**config.mk**
```make
export PLATFORM = sky130hd
export DESIGN_NAME = wake_sleep_ctrl
export DESIGN_NICKNAME = d
export VERILOG_FILES = /design/src/include/wake_sleep_pkg.sv /design/src/logic/wake_sleep_ctrl.sv
export SDC_FILE = /design/constraint.sdc
export NUM_CORES = 1
export LEC_CHECK = 0
export BUFFER_PORTS_ARGS = -buffer_cell sky130_fd_sc_hd__buf_2
export CAP_MARGIN = 0
export CELL_PAD_IN_SITES_DETAIL_PLACEMENT = 1
export CELL_PAD_IN_SITES_GLOBAL_PLACEMENT = 1
export CORE_ASPECT_RATIO = 1.4
export CORE_MARGIN = 10
export CORE_UTILIZATION = 43
export CTS_CLUSTER_SIZE = 12
export DETAILED_ROUTE_END_ITERATION = 8
export PLACE_DENSITY = 0.76
export SKIP_LAST_GASP = 1
export SYNTH_ARGS = -nofsm -noshare
export SYNTH_HDL_FRONTEND = slang
export SYNTH_SLANG_ARGS = --single-unit
export TNS_END_PERCENT = 20
```
**constraint.sdc**
```tcl
create_clock -name ref_clk -period 3.3 [get_ports ref_clk]
set_input_delay 0.33 -clock ref_clk [delete_from_list [all_inputs] [get_ports ref_clk]]
set_output_delay 0.33 -clock ref_clk [all_outputs]
set_load 0.1 [all_outputs]
```
**src/include/wake_sleep_pkg.sv**
```systemverilog
package wake_sleep_pkg;
    // ***********************
    // timing
    // ***********************
    localparam int CLK_MHZ = 100;
    // power-on wait after rtc reset: 343.75 ms
    localparam int WAKE_NOTIFY_OUT_WAIT_US = 343750;
    localparam int WAKE_NOTIFY_OUT_WAIT_CYC = WAKE_NOTIFY_OUT_WAIT_US * CLK_MHZ;
    // ***********************
    // register map
    // ***********************
    localparam logic [3:0] ADDR_STATUS = 4'h0;
    localparam logic [3:0] ADDR_GPIO_EN = 4'h4;
    localparam logic [3:0] ADDR_WAIT = 4'h8;
    localparam logic [3:0] ADDR_DRAM = 4'hC;
    // status fields
    localparam int ST_BATT = 0;
    localparam int ST_GPIO = 1;
    localparam int ST_DCD = 2;
    // dram_sleep_ctrl fields
    localparam int DS_SRF_REQ = 0;
    localparam int DS_CLK_STOP = 1;
    localparam int DS_PIN_HOLD = 2;
    localparam int DS_SAFE = 3;
    localparam int DS_CTL_W = 3;
    // reset values
    localparam logic [15:0] GPIO_EN_RST = 16'h0000;
    localparam logic [2:0] DRAM_CTL_RST = 3'h0;
    localparam logic [31:0] WORD_ZERO = 32'h0000_0000;
    // synchroniser vector layout
    localparam int SYNC_W = 21;
    localparam int SY_DCD = 16;
    localparam int SY_ALARM = 17;
    localparam int SY_PSW = 18;
    localparam int SY_BATT = 19;
    localparam int SY_BDONE = 20;
    // idle levels: carrier_detect_n high, the rest low
    localparam logic [SYNC_W-1:0] SYNC_RST = 21'h01_0000;
    // ***********************
    // state types
    // ***********************
    typedef enum logic [1:0] {
        PS_OFF = 2'b00,
        PS_NOTIFY = 2'b01,
        PS_RUN = 2'b10
    } pwr_state_t;
    typedef enum logic [1:0] {
        MS_IDLE = 2'b00,
        MS_BURST = 2'b01,
        MS_ENTER = 2'b10
    } mem_state_t;
endpackage

```
**src/logic/wake_sleep_ctrl.sv**
```systemverilog
// Operation
// - a gpio wake line wakes the core only when its enable bit is set
// - rtc reset clears every gpio wake enable bit
// - after notify, sample battery inhibit, then drop notify
// - battery inhibit high releases peripheral reset and starts cold reset
// - battery inhibit low sets its status flag and shuts down again
// - a gpio wake attempt sets the gpio wake flag either way
// - gpio line changes are ignored while notify is active
// - carrier detect assertion starts the same wake sequence
// - carrier detect status bit shows the live pin level
// - power switch masks carrier detect; compare level across switch
// - carrier detect changes are ignored while notify is active
// - elapsed timer alarm starts the wake sequence
// - alarm during notify is held and delivered afterwards, unless notify ends with the core running
// - dram sleep control register drives pins and reports status
// - self-refresh request runs burst refresh first when enabled
// - safe-to-gate bit means burst done and dram in self-refresh
// - clock gate bit stops the memory bus clock
// - pin hold bit latches dram interface signals
// - clearing pin hold returns pins to memory controller drive
// - notify lasts the wait time, 343.75 ms after rtc reset
//
// The implementer's own choices: register access over Wishbone and the register addresses.
module wake_sleep_ctrl #(
    parameter logic [31:0] WAIT_CYC = wake_sleep_pkg::WAKE_NOTIFY_OUT_WAIT_CYC
) (
    input wire logic ref_clk,
    input wire logic srst,
    input wire logic ce,
    // wishbone slave
    input wire logic cyc_i,
    input wire logic stb_i,
    input wire logic we_i,
    input wire logic [3:0] adr_i,
    input wire logic [3:0] sel_i,
    input wire logic [31:0] dat_i,
    output logic [31:0] dat_o,
    output logic ack_o,
    // wake sources and power pins
    input wire logic [15:0] gpio_wake,
    input wire logic carrier_detect_n,
    input wire logic elapsed_timer_alarm,
    input wire logic power_switch,
    input wire logic battery_inhibit,
    input wire logic shutdown_req,
    output logic wake_notify_out,
    output logic periph_reset,
    output logic cold_reset_start,
    // memory controller side
    input wire logic burst_refresh_enable,
    input wire logic burst_refresh_done,
    input wire logic self_refresh_ack,
    output logic burst_refresh_req,
    output logic self_refresh_req,
    output logic mem_clk_stop,
    output logic dram_pin_hold
);
    import wake_sleep_pkg::*;

    // ***********************
    // input synchronisers
    // ***********************
    logic [SYNC_W-1:0] async_in;
    logic [SYNC_W-1:0] sync1_q;
    logic [SYNC_W-1:0] sync2_q;

    assign async_in = {burst_refresh_done, battery_inhibit, power_switch,
        elapsed_timer_alarm, carrier_detect_n, gpio_wake};

    always_ff @(posedge ref_clk)
    begin
        if (srst)
        begin
            // idle levels, so no false carrier edge after reset
            sync1_q <= SYNC_RST;
            sync2_q <= SYNC_RST;
        end
        else if (ce)
        begin
            sync1_q <= async_in;
            sync2_q <= sync1_q;
        end
    end

    logic [15:0] gpio_lvl;
    logic dcd_lvl;
    logic alarm_lvl;
    logic psw_lvl;
    logic batt_lvl;
    logic bdone_lvl;
    logic srf_ack_s1_q;
    logic srf_ack_q;

    assign gpio_lvl = sync2_q[15:0];
    assign dcd_lvl = sync2_q[SY_DCD];
    assign alarm_lvl = sync2_q[SY_ALARM];
    assign psw_lvl = sync2_q[SY_PSW];
    assign batt_lvl = sync2_q[SY_BATT];
    assign bdone_lvl = sync2_q[SY_BDONE];

    always_ff @(posedge ref_clk)
    begin
        if (srst)
        begin
            srf_ack_s1_q <= 1'b0;
            srf_ack_q <= 1'b0;
        end
        else if (ce)
        begin
            srf_ack_s1_q <= self_refresh_ack;
            srf_ack_q <= srf_ack_s1_q;
        end
    end

    // ***********************
    // registers and state
    // ***********************
    pwr_state_t state_q;
    pwr_state_t state_d;
    mem_state_t ms_q;
    mem_state_t ms_d;
    logic [31:0] wait_cnt_q;
    logic [31:0] wait_q;
    logic [15:0] gpio_en_q;
    logic [15:0] gpio_prev_q;
    logic dcd_ref_q;
    logic alarm_prev_q;
    logic alarm_pend_q;
    logic flag_batt_q;
    logic flag_gpio_q;
    logic [DS_CTL_W-1:0] dram_ctl_q;
    logic cold_q;
    logic ack_q;
    logic [31:0] rdata_q;

    // ***********************
    // wake event detection
    // ***********************
    logic notify_act;
    logic [15:0] gpio_rise;
    logic gpio_evt;
    logic dcd_evt;
    logic alarm_rise;
    logic wake_go;
    logic notify_end;

    assign notify_act = (state_q == PS_NOTIFY);
    assign gpio_rise = gpio_lvl & ~gpio_prev_q;
    // enabled lines only, masked while notifying
    assign gpio_evt = |(gpio_rise & gpio_en_q) && !notify_act;
    // reference level frozen while the power switch is held
    assign dcd_evt = !psw_lvl && !notify_act && !dcd_lvl
        && dcd_ref_q;
    assign alarm_rise = alarm_lvl && !alarm_prev_q;
    assign wake_go = (state_q == PS_OFF)
        && (gpio_evt || dcd_evt || alarm_pend_q);
    assign notify_end = notify_act && (wait_cnt_q == WORD_ZERO);

    always_ff @(posedge ref_clk)
    begin
        if (srst)
        begin
            gpio_prev_q <= '0;
            dcd_ref_q <= 1'b1;
            alarm_prev_q <= 1'b0;
        end
        else if (ce)
        begin
            gpio_prev_q <= gpio_lvl;
            if (!psw_lvl)
            begin
                dcd_ref_q <= dcd_lvl;
            end
            alarm_prev_q <= alarm_lvl;
        end
    end

    // alarm held across notify, dropped once the core runs
    always_ff @(posedge ref_clk)
    begin
        if (srst)
        begin
            alarm_pend_q <= 1'b0;
        end
        else if (ce)
        begin
            if (alarm_rise)
            begin
                alarm_pend_q <= 1'b1;
            end
            else if (wake_go || state_q == PS_RUN)
            begin
                alarm_pend_q <= 1'b0;
            end
        end
    end

    // ***********************
    // activation sequencer
    // ***********************
    always_comb
    begin
        state_d = state_q;
        case (state_q)
            PS_OFF:
            begin
                if (wake_go)
                begin
                    state_d = PS_NOTIFY;
                end
            end
            PS_NOTIFY:
            begin
                if (notify_end)
                begin
                    state_d = batt_lvl ? PS_RUN : PS_OFF;
                end
            end
            PS_RUN:
            begin
                if (shutdown_req)
                begin
                    state_d = PS_OFF;
                end
            end
            default:
            begin
                state_d = PS_OFF;
            end
        endcase
    end

    logic [31:0] wait_load;

    assign wait_load = (wait_q == WORD_ZERO) ? WORD_ZERO
        : wait_q - 32'h0000_0001;

    always_ff @(posedge ref_clk)
    begin
        if (srst)
        begin
            state_q <= PS_OFF;
            wait_cnt_q <= WORD_ZERO;
            cold_q <= 1'b0;
        end
        else if (ce)
        begin
            state_q <= state_d;
            cold_q <= notify_end && batt_lvl;
            if (wake_go)
            begin
                wait_cnt_q <= wait_load;
            end
            else if (notify_act && !notify_end)
            begin
                wait_cnt_q <= wait_cnt_q - 32'h0000_0001;
            end
        end
    end

    assign wake_notify_out = notify_act;
    assign periph_reset = (state_q != PS_RUN);
    assign cold_reset_start = cold_q;

    // ***********************
    // dram self-refresh sequencer
    // ***********************
    logic safe_gate;

    always_comb
    begin
        ms_d = ms_q;
        case (ms_q)
            MS_IDLE:
            begin
                if (dram_ctl_q[DS_SRF_REQ])
                begin
                    ms_d = burst_refresh_enable ? MS_BURST
                        : MS_ENTER;
                end
            end
            MS_BURST:
            begin
                if (!dram_ctl_q[DS_SRF_REQ])
                begin
                    ms_d = MS_IDLE;
                end
                else if (bdone_lvl)
                begin
                    ms_d = MS_ENTER;
                end
            end
            MS_ENTER:
            begin
                if (!dram_ctl_q[DS_SRF_REQ])
                begin
                    ms_d = MS_IDLE;
                end
            end
            default:
            begin
                ms_d = MS_IDLE;
            end
        endcase
    end

    always_ff @(posedge ref_clk)
    begin
        if (srst)
        begin
            ms_q <= MS_IDLE;
        end
        else if (ce)
        begin
            ms_q <= ms_d;
        end
    end

    assign burst_refresh_req = (ms_q == MS_BURST);
    assign self_refresh_req = (ms_q == MS_ENTER);
    assign safe_gate = (ms_q == MS_ENTER) && srf_ack_q;
    assign mem_clk_stop = dram_ctl_q[DS_CLK_STOP];
    assign dram_pin_hold = dram_ctl_q[DS_PIN_HOLD];

    // ***********************
    // wishbone slave
    // ***********************
    logic req;
    logic wr;
    logic wr_status;
    logic wr_gpio_en;
    logic wr_wait;
    logic wr_dram;
    logic [31:0] status_rd;
    logic [31:0] dram_rd;
    logic [31:0] rd_mux;

    assign req = cyc_i && stb_i && !ack_q;
    // write lands on the edge that acknowledges it
    assign wr = cyc_i && stb_i && ack_q && we_i && sel_i[0];
    assign wr_status = wr && (adr_i == ADDR_STATUS);
    assign wr_gpio_en = wr && (adr_i == ADDR_GPIO_EN);
    assign wr_wait = wr && (adr_i == ADDR_WAIT);
    assign wr_dram = wr && (adr_i == ADDR_DRAM);

    assign status_rd = {29'h0, dcd_lvl, flag_gpio_q, flag_batt_q};
    assign dram_rd = {28'h0, safe_gate, dram_ctl_q};
    assign rd_mux = (adr_i == ADDR_STATUS) ? status_rd
        : (adr_i == ADDR_GPIO_EN) ? {16'h0, gpio_en_q}
        : (adr_i == ADDR_WAIT) ? wait_q
        : (adr_i == ADDR_DRAM) ? dram_rd
        : WORD_ZERO;

    always_ff @(posedge ref_clk)
    begin
        if (srst)
        begin
            ack_q <= 1'b0;
            rdata_q <= WORD_ZERO;
        end
        else if (ce)
        begin
            ack_q <= req;
            rdata_q <= req ? rd_mux : WORD_ZERO;
        end
    end

    // no ack while frozen, so an acknowledged write is never lost
    assign ack_o = ack_q && ce;
    assign dat_o = rdata_q;

    // status flags: write one clears, a set in the same cycle wins
    logic clr_batt;
    logic clr_gpio;

    assign clr_batt = wr_status && dat_i[ST_BATT];
    assign clr_gpio = wr_status && dat_i[ST_GPIO];

    always_ff @(posedge ref_clk)
    begin
        if (srst)
        begin
            flag_batt_q <= 1'b0;
            flag_gpio_q <= 1'b0;
        end
        else if (ce)
        begin
            flag_batt_q <= (notify_end && !batt_lvl)
                || (flag_batt_q && !clr_batt);
            flag_gpio_q <= (wake_go && gpio_evt)
                || (flag_gpio_q && !clr_gpio);
        end
    end

    always_ff @(posedge ref_clk)
    begin
        if (srst)
        begin
            gpio_en_q <= GPIO_EN_RST;
            wait_q <= WAIT_CYC;
            dram_ctl_q <= DRAM_CTL_RST;
        end
        else if (ce)
        begin
            if (wr_gpio_en)
            begin
                gpio_en_q <= dat_i[15:0];
            end
            if (wr_wait)
            begin
                wait_q <= dat_i;
            end
            if (wr_dram)
            begin
                dram_ctl_q <= dat_i[DS_CTL_W-1:0];
            end
        end
    end
endmodule // wake_sleep_ctrl

```
==> summary.md <==
| Metric | Value |
|---|---|
| Status | complete, no violations |
| Syn Inst Count | roughly 1000 |
| Vias in the first global route | about 8200 |
| Commonest cells post-synth | dfxtp_1 (186), nor2_1 (164), nand2_1 (141), a21oi_1 (79), mux2i_1 (67) |
| Htree depth | 4 |
| Synth Warn # | 0 |
| Overflow after GRT | 0 |
| Final Max Slew Viols | 0 |
| Final hold vios | 0 |
| Fmax achieved | ~360 MHz |
| CP startpoint kind | flop |
| CTS Root Cell | clkbuf_16 |
| Deepest clock path buffer count | 2 |
| Final setup viols | 0 |
| Seq/Total Area, Yosys | 0.435 |
| First-pass GRT wire length | between 40 and 50 mm |
| Seq cells post-synth | approximately 190 |
| Die area | ~26000 µm² |
| EDFF count, synth | 0 |
| Top area cells in the synthesized netlist | dfxtp_1 (43%), mux2i_1 (7.8%), nor2_1 (7.2%) |
| Synth area leader | dfxtp_1 |
| Placement Cell Area | a little over 9000 µm² |
| Post-CTS Setup Bufs | 0 |
| Worst Path Required | 3.62 ns |
| Port bufs | 106 |
| Area grow syn2layout | 16.9% |
| Vias per cell | between 5 and 6 |
| Worst setup path category | flop to flop |
| Detail Route Antenna Nets | 0 |
| Worst Path Max Fanout | 17 |
| Max_cap viols | 0 |
| Initial antenna violation count | 0 |
| Layout cell share with drive strength beyond 1 | 0.165 |
| Syn_nets | about 1100 |
| Reg clk slew, reported paths | ~0.070 ns |
| Top FF cell, synth | dfxtp_1 |
| Cts hold-fix bufs | 0 |
| Met1 Routed Length | between 10 and 15 mm |
| Async SR Flop Fraction | 0 |
| Clock sink total | 186 |
| Leakage | slightly below 4 nW |
| Setup crit end kind | flop |
| Synthesized area | between 8000 and 9000 µm² |
| Largest net degree at the start of global routing | 60 |
| # IOs | between 100 and 150 |
| Metal3 WL | approximately 1.0 mm |
| Avg Cell Area, Syn | 8.18 µm² |
| Setup_tns | 0 ns |
| Iter 0 DRT Violations | 470 |
| Die X | between 100 and 150 µm |
| Cts bufs inserted | 17 |
| Top-count cell post-synth | dfxtp_1 |
| Period utilisation layout | 0.840 |
| Worst Skew | between 0.008 and 0.009 ns |
| Post-layout min period | between 2 and 3 ns |
| GRT Overall Usage | 0.207 |
| Via count | between 7000 and 8000 |
| Post-route cell area | 10000 µm² |
| Post-synth cell types | 63 |
| Row count | 61 |
| Rel. slew slack | 0.432 |
| GPL Wtd Cong | around 0.85 |
| Routed WL | ~28 mm |
| Met2 wire len | roughly 14 mm |
| Final HPWL DP | between 15 and 20 mm |
| Core Region | 19800 µm² |
| Per-cell routed wire length | around 20 µm |
| Power Dens Cells | 555 nW/µm² |
| Total power | about 5.6 mW |
| Die Span Y | roughly 190 µm |
| PostCTS Resize Cnt | 0 |
| CP arrival | about 3 ns |
| Post-synth top area share | 0.435 |
| HP Class | primary input to flop |
| Drt first pass iters | 5 |
| Top sig layer | met4 |
| Clk Latency, worst-skew pair | around 0.44 ns |
| Initial core utilization | 0.433 |
| DRC viols | 0 |
| Nets@finish | about 1200 |
| TritonCTS clock tree | built |
| Max VDD drop | between 0.4 and 0.5 mV |
| # diodes | 0 |
| Slew @ Worst Pin | 0.852 ns |
| Unrepaired setup endpoints after global routing | no |
sequential cells by signal, summed over array words and instances, names as in the netlist:
name and count:
wait_cnt_q 32, ms_q 2, dcd_ref_q 1, sync1_q 21, flag_gpio_q 1, srf_ack_q 1, srf_ack_s1_q 1, cold_reset_start 1
ack_q 1, alarm_prev_q 1, gpio_en_q 16, flag_batt_q 1, dat_o 32, sync2_q 21, alarm_pend_q 1, gpio_prev_q 16
dram_ctl_q 3, state_q 2, wait_q 32
stage by stage:
| stage | setup WS [ns] | hold WS (ns) | std cells | utilization |
|---|---|---|---|---|
| after detailed placement | 0.570 | 0.464 | 1358 | 0.472 |
| after global placement | 0.589 | 0.459 | 1358 | 0.472 |
| after floorplan | 0.175 | 0.441 | 1048 | - |
| after global routing | 0.365 | 0.120 | 1389 | 0.506 |
| final | 0.527 | 0.108 | 1389 | 0.506 |
| after CTS | 0.566 | 0.0878 | 1389 | 0.506 |
where the power goes:
part           switching [mW]  leakage [nW]  internal, mW  total (mW)
clock                   0.901         0.332          1.48        2.38
combinational           0.487          2.14         0.343       0.830
sequential             0.0482          1.51          2.30        2.35
total                    1.44          3.98          4.12        5.56
worst max-delay path: stages (launching register included):
cell	delay, ns
dfxtp_1	0.39
or4_1	0.68
nor4_1	0.50
a311oi_1	0.20
o21ai_2	0.38
o32ai_1	0.21
a22oi_1	0.23
nor2_1	0.05
kinds of logic (layout without fill, tap and decap cells):
group | Yosys count | after routing | synth area share
simple gates | 458 | 458 | 0.248
fa+ha+maj | 4 | 4 | 0.00584
mux | 68 | 68 | 0.0796
xor+xnor | 28 | 28 | 0.0286
compound gates | 215 | 215 | 0.161
flops | 186 | 186 | 0.435
buf+inv | 89 | 178 | 0.0425
final cells by class:
type / instances / area [µm²]
Tap cell: 252 / 315
Sequential cell: 186 / 3720
Timing Repair Buffer: 135 / 766
Clock inverter: 11 / 215
Fill cell: 2427 / 9760
Inverter: 12 / 45.0
Clock buffer: 20 / 467
Multi-Input combinational cell: 773 / 4480
cell usage in the layout, fill, tap and decap left out, types with 8 or more instances in the layout:
master and instances:
mux2i_1 67, nor4_1 18, xnor2_1 17, a32o_1 12, a21oi_1 79, o21ai_1 8
or3_1 10, nor2_1 164, nor3_1 37, buf_2 104, nand3_1 24, nand2_1 141
nand3b_1 17, xor2_1 11, dfxtp_1 186, buf_4 30, a22oi_1 34, clkbuf_16 17
o21ai_0 33, inv_1 12
routing by layer:
| metal | track usage | up-vias |
|---|---|---|
| li1 | - | 3836 |
| met1 | 0.235 | 3906 |
| met2 | 0.372 | 152 |
| met3 | 0.0391 | 43 |
| met4 | 0.0796 | 0 |
| met5 | 0 | - |
final timing paths:
check / from / endpoint / slack [ns] / cells after the start
max: wait_q[15]$_SDFFE_PP1P_ / wait_cnt_q[6]$_SDFFE_PP0P_ / 0.53 / 7
min: dat_i[25] / wait_q[25]$_SDFFE_PP1P_ / 0.11 / 3
max reg2reg: wait_q[15]$_SDFFE_PP1P_ / wait_cnt_q[6]$_SDFFE_PP0P_ / 0.53 / 7
min reg2reg: wait_cnt_q[3]$_SDFFE_PP0P_ / wait_cnt_q[3]$_SDFFE_PP0P_ / 0.47 / 2
Power figures use the tool's default switching activity.
